File: config.mk
export PLATFORM = sky130hd
export DESIGN_NAME = osc_stop_detector
export DESIGN_NICKNAME = d
export VERILOG_FILES = /design/src/hdl/osc_stop_pkg.sv /design/src/hdl/level_edge_if.sv /design/src/hdl/edge_sense.sv /design/src/hdl/osc_stop_detector.sv
export SDC_FILE = /design/constraint.sdc
export NUM_CORES = 1
export LEC_CHECK = 0
export BUFFER_PORTS_ARGS = -buffer_cell sky130_fd_sc_hd__buf_2
export CAP_MARGIN = 30
export CORE_ASPECT_RATIO = 1.25
export CORE_MARGIN = 1.5
export CORE_UTILIZATION = 35
export DETAILED_ROUTE_END_ITERATION = 10
export SYNTH_ARGS = -nofsm -noshare
export SYNTH_HDL_FRONTEND = slang
export SYNTH_SLANG_ARGS = --single-unit
export TNS_END_PERCENT = 5
File: constraint.sdc
create_clock -name pclk -period 2.2 [get_ports pclk]
set_clock_uncertainty 0.05 [all_clocks]
set_input_delay 0.44 -clock pclk [delete_from_list [all_inputs] [get_ports pclk]]
set_output_delay 0.44 -clock pclk [all_outputs]
set_load 0.05 [all_outputs]
File: src/hdl/osc_stop_pkg.sv
/*
 package for the oscillation stop detector: register indices, field positions,
 reset values and state encodings.
 assumes an apb slave whose byte address is four times the register index.
*/
package osc_stop_pkg;

   localparam int ADDR_W = 22;
   localparam int CMP_W = 12;

   // register indices; byte address is index times four
   localparam logic [19:0] SUPPLY_OPT_IDX = 20'hf00f3;
   localparam logic [19:0] CLK_GATE_IDX = 20'hf00fc;
   localparam logic [19:0] RST_HOLD_IDX = 20'hf00fd;
   localparam logic [19:0] CTRL_IDX = 20'hf02d0;
   localparam logic [19:0] IRQ_STATUS_IDX = 20'hf02d1;
   localparam logic [19:0] IRQ_MASK_IDX = 20'hf02d2;

   // reset values
   localparam logic [7:0] BYTE_REG_RST = 8'h00;
   localparam logic [15:0] CTRL_RST = 16'h0fff;
   localparam logic [CMP_W-1:0] CMP_RST = 12'hfff;

   // field positions
   localparam int GATE_BIT = 6;
   localparam int SOFT_RST_BIT = 6;
   localparam int LOW_POWER_BIT = 7;
   localparam int TIMER_SEL_BIT = 4;
   localparam int RUN_BIT = 15;
   localparam int STOP_EVT_BIT = 0;

   // writable masks of the byte registers; other bits read as zero
   localparam logic [7:0] SUPPLY_OPT_MASK = 8'h90;
   localparam logic [7:0] CLK_GATE_MASK = 8'hf5;
   localparam logic [7:0] RST_HOLD_MASK = 8'hf4;

   typedef enum logic [1:0] {
      MON_IDLE = 2'b00,
      MON_WATCH = 2'b01,
      MON_TRIPPED = 2'b11
   } mon_state_t;

endpackage

File: src/hdl/level_edge_if.sv
/*
 carrier between the detector core and its edge sensing stages.
 assumes the sampled level is synchronous to the owning clock.
*/
`timescale 1ns/10ps
interface level_edge_if;
   logic level;
   logic rise;
   modport sense (input level, output rise);
   modport user (output level, input rise);
endinterface

File: src/hdl/edge_sense.sv
/*
 rising edge detector for a slow clock sampled on pclk.
 assumes the level is already synchronous to pclk.
*/
`timescale 1ns/10ps
module edge_sense
(
   // clock and reset
   input wire logic pclk,
   input wire logic presetn,
   // sampled level and its rising edge
   level_edge_if.sense edge_port
);
   logic last_reg;

   always_ff @(posedge pclk or negedge presetn)
   begin
      if (!presetn)
         last_reg <= 1'b0;
      else
         last_reg <= edge_port.level;
   end

   assign edge_port.rise = edge_port.level & ~last_reg;
endmodule

File: src/hdl/osc_stop_detector.sv
/*
 oscillation stop detector with its gating, reset-hold and supply-option registers,
 apb register slave and level interrupt.
 assumes sub_clk_in and lowspeed_clk_in are levels synchronous to pclk,
 both much slower than pclk.
*/
// Behaviour
// RULE1 - count reference ticks while sub clock idle
// RULE2 - system reset leaves detection stopped
// RULE3 - stop on disable, pin or opcode reset
// RULE4 - judgment time is reference period times compare+1
// RULE5 - software sets gate bit before use
// RULE6 - gate off: control writes ignored, reads zero
// RULE7 - soft reset bit holds detector in reset
// RULE8 - system reset clears three byte registers
// RULE9 - software writes zero to gate bits 3,1
// RULE10 - low power cuts other peripherals' sub clock
// RULE11 - software keeps timer source select zero
// RULE12 - byte registers take bit and byte writes
// RULE13 - control sixteen bits, resets to 0fff
// RULE14 - stop declared within A-2 to A+1 cycles
// RULE15 - disable before compare change, never zero
// RULE16 - restart on sub edge, one pulse per stop
`timescale 1ns/10ps
module osc_stop_detector
#(
   parameter int AW = osc_stop_pkg::ADDR_W
)
(
   // apb clock and reset
   input wire logic pclk,
   input wire logic presetn,
   // apb slave
   input wire logic psel,
   input wire logic penable,
   input wire logic pwrite,
   input wire logic [AW-1:0] paddr,
   input wire logic [31:0] pwdata,
   input wire logic [3:0] pstrb,
   output logic [31:0] prdata,
   output logic pready,
   output logic pslverr,
   // monitored and reference clocks, sampled as levels
   input wire logic sub_clk_in,
   input wire logic lowspeed_clk_in,
   // system reset from the invalid opcode, one cycle pulse
   input wire logic opcode_reset,
   // cpu clock and standby state
   input wire logic cpu_on_subclock,
   input wire logic cpu_standby,
   // clock control outputs
   output logic others_subclk_stop,
   output logic timer_clock_source_select,
   // stop event pulse and level interrupt
   output logic osc_stop_pulse,
   output logic osc_stop_irq
);
   import osc_stop_pkg::*;

   logic [7:0] supply_opt_reg;
   logic [7:0] clk_gate_reg;
   logic [7:0] rst_hold_reg;
   logic detector_run_enable_reg;
   logic [CMP_W-1:0] judgment_compare_field_reg;
   logic irq_status_reg;
   logic irq_mask_reg;
   logic [CMP_W:0] idle_count_reg;
   mon_state_t mon_state_reg;
   logic [31:0] prdata_reg;
   logic slverr_reg;
   logic stop_pulse_reg;

   logic detector_clock_gate;
   logic detector_soft_reset;
   logic standby_subclock_cut;
   logic wr_access;
   logic rd_setup;
   logic [AW-1:0] a_supply;
   logic [AW-1:0] a_gate;
   logic [AW-1:0] a_hold;
   logic [AW-1:0] a_ctrl;
   logic [AW-1:0] a_stat;
   logic [AW-1:0] a_mask;
   logic hit_supply;
   logic hit_gate;
   logic hit_hold;
   logic hit_ctrl;
   logic hit_stat;
   logic hit_mask;
   logic hit_any;
   logic ctrl_wr_ok;
   logic sub_rise;
   logic ref_tick;
   logic stop_event;
   logic [31:0] rd_mux;

   level_edge_if sub_edge ();
   level_edge_if ref_edge ();

   assign sub_edge.level = sub_clk_in;
   assign ref_edge.level = lowspeed_clk_in;

   edge_sense sub_sense
   (
      .pclk(pclk),
      .presetn(presetn),
      .edge_port(sub_edge)
   );

   edge_sense ref_sense
   (
      .pclk(pclk),
      .presetn(presetn),
      .edge_port(ref_edge)
   );

   assign sub_rise = sub_edge.rise;
   assign ref_tick = ref_edge.rise;

   assign detector_clock_gate = clk_gate_reg[GATE_BIT];
   assign detector_soft_reset = rst_hold_reg[SOFT_RST_BIT];
   assign standby_subclock_cut = supply_opt_reg[LOW_POWER_BIT];

   // address decode; byte address is four times the index
   assign a_supply = AW'({SUPPLY_OPT_IDX, 2'b00});
   assign a_gate = AW'({CLK_GATE_IDX, 2'b00});
   assign a_hold = AW'({RST_HOLD_IDX, 2'b00});
   assign a_ctrl = AW'({CTRL_IDX, 2'b00});
   assign a_stat = AW'({IRQ_STATUS_IDX, 2'b00});
   assign a_mask = AW'({IRQ_MASK_IDX, 2'b00});

   assign hit_supply = (paddr == a_supply);
   assign hit_gate = (paddr == a_gate);
   assign hit_hold = (paddr == a_hold);
   assign hit_ctrl = (paddr == a_ctrl);
   assign hit_stat = (paddr == a_stat);
   assign hit_mask = (paddr == a_mask);
   assign hit_any = hit_supply | hit_gate | hit_hold | hit_ctrl | hit_stat | hit_mask;

   assign wr_access = psel & penable & pwrite;
   assign rd_setup = psel & ~penable & ~pwrite;
   // detector registers only writable with gate on and out of soft reset
   assign ctrl_wr_ok = detector_clock_gate & ~detector_soft_reset; // RULE6

   // system reset bytes; bit writes arrive as byte writes with masked bits
   always_ff @(posedge pclk or negedge presetn)
   begin
      if (!presetn)
         supply_opt_reg <= BYTE_REG_RST; // RULE8
      else if (opcode_reset)
         supply_opt_reg <= BYTE_REG_RST; // RULE8
      else if (wr_access && hit_supply && pstrb[0])
         supply_opt_reg <= pwdata[7:0] & SUPPLY_OPT_MASK; // RULE12
   end

   always_ff @(posedge pclk or negedge presetn)
   begin
      if (!presetn)
         clk_gate_reg <= BYTE_REG_RST; // RULE8
      else if (opcode_reset)
         clk_gate_reg <= BYTE_REG_RST; // RULE8
      else if (wr_access && hit_gate && pstrb[0])
         clk_gate_reg <= pwdata[7:0] & CLK_GATE_MASK; // RULE12
   end

   always_ff @(posedge pclk or negedge presetn)
   begin
      if (!presetn)
         rst_hold_reg <= BYTE_REG_RST; // RULE8
      else if (opcode_reset)
         rst_hold_reg <= BYTE_REG_RST; // RULE8
      else if (wr_access && hit_hold && pstrb[0])
         rst_hold_reg <= pwdata[7:0] & RST_HOLD_MASK; // RULE12
   end

   // control register; gating off freezes contents without clearing them
   always_ff @(posedge pclk or negedge presetn)
   begin
      if (!presetn)
      begin
         detector_run_enable_reg <= 1'b0; // RULE2
         judgment_compare_field_reg <= CMP_RST; // RULE13
      end
      else if (opcode_reset || detector_soft_reset)
      begin
         detector_run_enable_reg <= 1'b0; // RULE3 RULE7
         judgment_compare_field_reg <= CMP_RST; // RULE7
      end
      else if (wr_access && hit_ctrl && ctrl_wr_ok)
      begin
         if (pstrb[1])
         begin
            detector_run_enable_reg <= pwdata[RUN_BIT]; // RULE3
            judgment_compare_field_reg[CMP_W-1:8] <= pwdata[CMP_W-1:8];
         end
         if (pstrb[0])
            judgment_compare_field_reg[7:0] <= pwdata[7:0];
      end
   end

   // idle counter: ticks of the reference since the last sub clock edge
   always_ff @(posedge pclk or negedge presetn)
   begin
      if (!presetn)
         idle_count_reg <= '0;
      else if (detector_soft_reset || !detector_run_enable_reg || sub_rise)
         idle_count_reg <= '0; // RULE16
      else if (ref_tick && detector_clock_gate && mon_state_reg == MON_WATCH)
         idle_count_reg <= idle_count_reg + 1'b1; // RULE1
   end

   // tick count reaching compare+1 is one judgment time
   assign stop_event = (mon_state_reg == MON_WATCH) && ref_tick && detector_clock_gate
      && (idle_count_reg == {1'b0, judgment_compare_field_reg}); // RULE4 RULE14

   always_ff @(posedge pclk or negedge presetn)
   begin
      if (!presetn)
         mon_state_reg <= MON_IDLE;
      else if (detector_soft_reset || opcode_reset || !detector_run_enable_reg)
         mon_state_reg <= MON_IDLE; // RULE2 RULE3 RULE7
      else
      begin
         case (mon_state_reg)
            MON_IDLE:
               mon_state_reg <= MON_WATCH;
            MON_WATCH:
               if (stop_event)
                  mon_state_reg <= MON_TRIPPED; // RULE1
            MON_TRIPPED:
               // rearm only once the sub clock moves again
               if (sub_rise)
                  mon_state_reg <= MON_WATCH; // RULE16
            default:
               mon_state_reg <= MON_IDLE;
         endcase
      end
   end

   always_ff @(posedge pclk or negedge presetn)
   begin
      if (!presetn)
         stop_pulse_reg <= 1'b0;
      else
         stop_pulse_reg <= stop_event; // RULE16
   end

   // sticky status, write one to clear; a new event wins over the clear
   always_ff @(posedge pclk or negedge presetn)
   begin
      if (!presetn)
         irq_status_reg <= 1'b0;
      else if (detector_soft_reset || opcode_reset)
         irq_status_reg <= 1'b0;
      else if (stop_event)
         irq_status_reg <= 1'b1; // RULE1
      else if (wr_access && hit_stat && pstrb[0] && pwdata[STOP_EVT_BIT] && ctrl_wr_ok)
         irq_status_reg <= 1'b0;
   end

   always_ff @(posedge pclk or negedge presetn)
   begin
      if (!presetn)
         irq_mask_reg <= 1'b0;
      else if (detector_soft_reset || opcode_reset)
         irq_mask_reg <= 1'b0;
      else if (wr_access && hit_mask && pstrb[0] && ctrl_wr_ok)
         irq_mask_reg <= pwdata[STOP_EVT_BIT];
   end

   // read mux; detector registers read zero while gated off
   always_comb
   begin
      rd_mux = 32'h0000_0000;
      if (hit_supply)
         rd_mux[7:0] = supply_opt_reg;
      else if (hit_gate)
         rd_mux[7:0] = clk_gate_reg;
      else if (hit_hold)
         rd_mux[7:0] = rst_hold_reg;
      else if (hit_ctrl && detector_clock_gate)
         rd_mux[15:0] = {detector_run_enable_reg, 3'b000, judgment_compare_field_reg}; // RULE6
      else if (hit_stat && detector_clock_gate)
         rd_mux[STOP_EVT_BIT] = irq_status_reg; // RULE6
      else if (hit_mask && detector_clock_gate)
         rd_mux[STOP_EVT_BIT] = irq_mask_reg; // RULE6
   end

   // read data captured in the setup cycle, ready in the access cycle
   always_ff @(posedge pclk or negedge presetn)
   begin
      if (!presetn)
         prdata_reg <= 32'h0000_0000;
      else if (rd_setup)
         prdata_reg <= rd_mux;
   end

   always_ff @(posedge pclk or negedge presetn)
   begin
      if (!presetn)
         slverr_reg <= 1'b0;
      else if (psel && !penable)
         slverr_reg <= ~hit_any;
   end

   assign prdata = prdata_reg;
   assign pready = 1'b1;
   assign pslverr = psel & penable & slverr_reg;

   // the detector stays on its own supply in low-power standby
   assign others_subclk_stop = standby_subclock_cut & cpu_on_subclock & cpu_standby; // RULE10
   assign timer_clock_source_select = supply_opt_reg[TIMER_SEL_BIT];

   assign osc_stop_pulse = stop_pulse_reg;
   assign osc_stop_irq = irq_status_reg & irq_mask_reg;
endmodule

==> results.sh, run 1 <==
export IMPL_run_status="finished clean"
export IMPL_portBuffers=64
export IMPL_cts_sinks=60
export IMPL_vias=3062
export IMPL_rows=39
export IMPL_crit_path_top_delay_cell="or4_1"
export IMPL_grt_overflow=0
export IMPL_start_util_pct=36.5
export IMPL_arrival_ns=2.14
export IMPL_fp_dieW_microns=91.0
export IMPL_die_area_sq_um=10300
export IMPL_core_area_sq_um=9270
export IMPL_seq_area_frac_synth_pct=44.8
export IMPL_peakVddDrop_uv=362
export IMPL_rsz0062_at_grt="no"
export IMPL_via_per_inst=5.55
export IMPL_seqCellArea_sq_um=1520
export IMPL_reg2reg_depth=4
export IMPL_reg2reg_slack_ns=0.24
export IMPL_synthFlopType="dfrtp_1"
export IMPL_drc=0
export IMPL_n_fill_cell=911
export IMPL_cp_max_fo=8
export IMPL_syn_inst=354
export IMPL_antenna_found_initial=0
export IMPL_num_nets_final=493
export IMPL_final_cell_mix="buf_2, dfrtp_1, nand3_1"
export IMPL_ys_types=53
export IMPL_numCtsBuffers=9
export IMPL_multi_input_area_sq_um=1670
export IMPL_ys_seq_elements=60
export IMPL_critPathCaptureType="register"
export IMPL_dp_slack_ns=0.135
export IMPL_synth_top_family_by_area="simple AND/OR/NAND/NOR gates"
export IMPL_synth_warnings=0
export IMPL_worst_path_dominant_cell_family="simple AND/OR/NAND/NOR gates"
export IMPL_clock_path_buffers=2
export IMPL_cts_root_buf="clkbuf_16"
export IMPL_netlist_area_leader_share_pct=35.5
export IMPL_final_common_cell="buf_2"
export IMPL_synth_area_leaders="dfrtp_1, dfstp_2, buf_4"
export IMPL_avgSynthCellArea_sq_um=9.56
export IMPL_cts_tree="built"
export IMPL_tns_ns=0
export IMPL_h_tree_depth=3
export IMPL_synth_area_mux_share_pct=2.22
export IMPL_holdWs_ns=0.0596
export IMPL_finalHoldViolations=0
export IMPL_fmax_ghz=0.511
export IMPL_grt_pass1_vias=3001
export IMPL_hold_class="input port to async pin"
export IMPL_diodes=0
export IMPL_path_class="register to register"
export IMPL_synthArstFlopShare_pct=100
export IMPL_r2r_end="idle_count_reg[12]"
export IMPL_yosysTopAreaCell="dfrtp_1"
export IMPL_cp_start_kind="register"
export IMPL_synth_compound_area_share_pct=16.0
export IMPL_dp_hpwl_mm=6.64
export IMPL_hold_buffers=0
export IMPL_cts_clk_slew_worst_paths_ns=0.05
export IMPL_gp_congestion=0.811
export IMPL_clk_latency_ns=0.32
export IMPL_r2r_start="mon_state_reg[1]"
export IMPL_die_h_microns=113
export IMPL_postCtsSetupRepairBufs=0
export IMPL_synthAdderAreaFrac_pct=0.370
export IMPL_required_ns=2.38
export IMPL_p_per_area_nw_per_um2=663
export IMPL_slew_headroom_pct=61.9
export IMPL_drt_pass1_iterations=4
export IMPL_num_io_pins=106
export IMPL_wire_per_inst_microns=16.5
export IMPL_drive_gt1_share_pct=27.7
export IMPL_ant_nets=0
export IMPL_synth_xor_area_share_pct=4.40
export IMPL_worstPathCellList="and4bb_2 > nand4_1 > or4_1 > a21oi_1"
export IMPL_grt_usage_pct=18.9
export IMPL_syn_to_final_growth_pct=22.3
export IMPL_drt_total_wl_mm=9.11
export IMPL_p_leak_nw=1.78
export IMPL_synth_simple_gate_area_share_pct=24.0
export IMPL_grt_pass1_wl_mm=15.1
export IMPL_drt_iter0_markers=195
export IMPL_fin_crit_ns=1.96
export IMPL_post_cts_resized=0
export IMPL_path_buf_inv=0
export IMPL_slew_violations=0
export IMPL_setup_slack_ns=0.242
export IMPL_worst_pin_slew_ns=0.570
export IMPL_setup_viol=0
export IMPL_synth_edf_count=0
export IMPL_max_cap_violations=0
export IMPL_finalCritPeriodShare_pct=89.0
export IMPL_syn_area_sq_um=3390
export IMPL_grt_max_degree=61
export IMPL_slowest_delay_ns=0.57
## final cells by class
| cell class | instances | share of cell area (%) |
|---|---|---|
| multi-input cells | 264 | 40.3 |
| flip-flops and latches | 60 | 36.6 |
| repair buffers | 80 | 11.2 |
| clock buffers | 12 | 6.20 |
| well taps | 123 | 3.72 |
| clock inverters | 4 | 1.15 |
| inverters | 9 | 0.816 |
## routing by layer
layer | global-route usage [%] | part of all wire, % | vias up
met5 | 0 | 0 | -
met4 | 7.81 | 1.9 | 0
met3 | 3.49 | 5.5 | 12
met2 | 30.8 | 49 | 108
met1 | 24.5 | 44 | 1516
li1 | - | - | 1426
## cell usage after synthesis, types with 3 or more instances
master and count:
o21ai_0 26, dfstp_2 12, a211o_1 4, xnor2_1 4, nor4_1 6, buf_2 3, nand3_1 28, a22o_1 4
nand2_1 20, clkbuf_1 12, or3_1 6, and4b_1 5, buf_4 21, nor2_1 10, o31ai_1 13, mux2i_1 3
nand4_1 24, xor2_1 13, inv_1 9, a21oi_1 25, dfrtp_1 48, o31a_1 4, mux2_2 4, and3_1 4
and2_1 6, and4_1 4
## per-stage QoR
step                      instance area, sq um  utilization, %  cells  total power [mW]
after floorplan                           3450               -    372              1.27
after global placement                    3840            41.4    536              1.35
after CTS                                 4140            44.7    552              2.77
final                                     4140            44.7    552              2.75
after detailed placement                  3840            41.4    536              1.35
after global routing                      4140            44.7    552              2.84
## how the worst max path moves through the flow
| stage | start | to | slack (ns) | depth (start not counted) |
|---|---|---|---|---|
| after floorplan | paddr[4] | judgment_compare_field_reg[10] | 0.44 | 5 |
| after global placement | paddr[12] | prdata[5] | 0.08 | 5 |
| after detailed placement | paddr[12] | prdata[5] | 0.14 | 5 |
| after CTS | mon_state_reg[1] | idle_count_reg[12] | 0.23 | 4 |
| after global routing | mon_state_reg[1] | idle_count_reg[12] | 0.12 | 4 |
| final | mon_state_reg[1] | idle_count_reg[12] | 0.24 | 4 |
## where the power goes
group | switching [mW] | internal (mW) | total [mW] | leakage, nW
Sequential | 0.000371 | 1.11 | 1.11 | 0.787
Clock | 0.480 | 0.933 | 1.41 | 0.149
Combinational | 0.167 | 0.0563 | 0.224 | 0.849
Total | 0.648 | 2.10 | 2.75 | 1.78
## kinds of logic after synthesis
family          count (synthesis)
simple gates                  133
compound gates                 86
flops                          60
buf+inv                        48
xor+xnor                       17
mux                             7
other cells                     2
fa+ha+maj                       1
No activity file was read; power rests on OpenSTA's default activity.
==> run 2: changes to the inputs <==
--- a/config.mk
+++ b/config.mk
@@ -10,7 +10,9 @@
 export CORE_ASPECT_RATIO = 1.25
 export CORE_MARGIN = 1.5
 export CORE_UTILIZATION = 35
+export CTS_BUF_LIST = sky130_fd_sc_hd__clkbuf_4 sky130_fd_sc_hd__clkbuf_8
 export DETAILED_ROUTE_END_ITERATION = 10
+export PLACE_DENSITY_LB_ADDON = 0.12
 export SYNTH_ARGS = -nofsm -noshare
 export SYNTH_HDL_FRONTEND = slang
 export SYNTH_SLANG_ARGS = --single-unit
==> constraint.sdc (replaced) <==
create_clock -name pclk -period 1.9 [get_ports pclk]
set_clock_uncertainty 0.05 [all_clocks]
set_input_delay 0.38 -clock pclk [delete_from_list [all_inputs] [get_ports pclk]]
set_output_delay 0.38 -clock pclk [all_outputs]
set_load 0.05 [all_outputs]
==> results.sh, run 2 (synthesized netlist as in run 1, its figures left out) <==
export IMPL_path_class="register to register"
export IMPL_gp_congestion=0.876
export IMPL_clk_latency_ns=0.34
export IMPL_drt_iter0_markers=131
export IMPL_num_io_pins=106
export IMPL_required_ns=2.11
export IMPL_fin_crit_ns=1.76
export IMPL_hold_class="input port to register"
export IMPL_dp_hpwl_mm=7.26
export IMPL_ant_nets=0
export IMPL_slowest_delay_ns=0.39
export IMPL_grt_pass1_vias=3014
export IMPL_crit_path_top_delay_cell="dfrtp_1"
export IMPL_portBuffers=64
export IMPL_setup_viol=0
export IMPL_core_area_sq_um=9270
export IMPL_cp_start_kind="register"
export IMPL_worstHoldStart="lowspeed_clk_in"
export IMPL_finalHoldViolations=0
export IMPL_run_status="finished clean"
export IMPL_final_cell_mix="buf_2, dfrtp_1, nand3_1"
export IMPL_cts_clk_slew_worst_paths_ns=0.07
export IMPL_cp_max_fo=6
export IMPL_wire_per_inst_microns=16.6
export IMPL_worstPathCellList="and4bb_2 > nand4_1 > buf_4 > or3_1 > a21oi_1"
export IMPL_h_tree_depth=3
export IMPL_fp_dieW_microns=91.0
export IMPL_drt_total_wl_mm=9.44
export IMPL_cts_tree="built"
export IMPL_max_cap_violations=0
export IMPL_antenna_found_initial=0
export IMPL_setup_slack_ns=0.136
export IMPL_drive_gt1_share_pct=30.3
export IMPL_grt_overflow=0
export IMPL_syn_to_final_growth_pct=24.3
export IMPL_num_nets_final=509
export IMPL_clock_path_buffers=2
export IMPL_slew_violations=0
export IMPL_grt_max_degree=24
export IMPL_grt_pass1_wl_mm=15.3
export IMPL_critPathCaptureType="register"
export IMPL_die_area_sq_um=10300
export IMPL_rsz0062_at_grt="no"
export IMPL_peakVddDrop_uv=284
export IMPL_r2r_start="mon_state_reg[1]"
export IMPL_worst_pin_slew_ns=0.569
export IMPL_finalCritPeriodShare_pct=92.8
export IMPL_slew_headroom_pct=62.1
export IMPL_post_cts_resized=0
export IMPL_grt_usage_pct=19.4
export IMPL_via_per_inst=5.36
export IMPL_vias=3043
export IMPL_crit_path_start="mon_state_reg[1]"
export IMPL_numCtsBuffers=9
export IMPL_diodes=0
export IMPL_rows=39
export IMPL_p_leak_nw=1.84
export IMPL_p_per_area_nw_per_um2=673
export IMPL_dp_slack_ns=-0.0369
export IMPL_cts_root_buf="clkbuf_8"
export IMPL_fmax_ghz=0.567
export IMPL_start_util_pct=36.5
export IMPL_cts_sinks=60
export IMPL_final_common_cell="buf_2"
export IMPL_die_h_microns=113
export IMPL_finalPower_mw=2.83
export IMPL_drc=0
export IMPL_drt_pass1_iterations=4
export IMPL_arrival_ns=1.97
## run 2: final timing paths
path                                            endpoint  slack [ns]  cells after the start
hold reg to reg                         mon_state_reg[0]        0.42                      1
setup / recovery                       idle_count_reg[8]        0.14                      5
max in group asynchronous  judgment_compare_field_reg[2]        0.69                      3
hold / removal                        ref_sense.last_reg         0.1                      1
setup reg to reg                       idle_count_reg[8]        0.14                      5
min in group asynchronous             ref_sense.last_reg        0.51                      2
## run 2: power breakdown
| part | leakage, nW | internal (mW) | switching [mW] |
|---|---|---|---|
| registers | 0.787 | 1.28 | 0.000455 |
| clock network | 0.117 | 0.780 | 0.500 |
| logic | 0.933 | 0.0737 | 0.196 |
## run 2: final cells by class
class,instances,area (sq um)
fill,908,5060
multi-input combinational,264,1670
sequential,60,1520
timing repair buffer,96,613
clock buffer,15,194
tap,123,154
inverter,9,33.8
clock inverter,1,30.0
## run 2: metrics by stage
stage | instance area, sq um | hold slack, ns | instances | TNS (ns) | util, %
after floorplan | 3450 | 0.0344 | 372 | 0 | -
after detailed placement | 3970 | 0.359 | 551 | -0.140 | 42.9
after global placement | 3970 | 0.355 | 551 | -0.0649 | 42.9
after CTS | 4210 | 0.0827 | 568 | 0 | 45.4
after global routing | 4210 | 0.0807 | 568 | 0 | 45.4
final | 4210 | 0.0989 | 568 | 0 | 45.4
## run 2: layer usage
metal	wire length, microns	global-route usage (%)	part of all wire [%]	vias to the layer above
met5	0	0	0	-
met2	4530	32.0	48	101
li1	-	-	-	1456
met4	232	9.38	2.5	0
met1	4200	25.0	44	1469
met3	484	2.69	5.1	17
## run 2: critical path: cells and delay by family (launching register included)
family,cells,cell delay [ns]
flip-flops,1,0.39
buffers and inverters,1,0.21
AO/OA/AOI/OAI,1,0.15
AND/OR/NAND/NOR,3,0.88
## run 2: repair_timing
action / 4_1_cts / 5_1_grt
hold buffers: 1 / 0
setup buffers: 0 / 0
hold endpoints to repair: 20 / 0
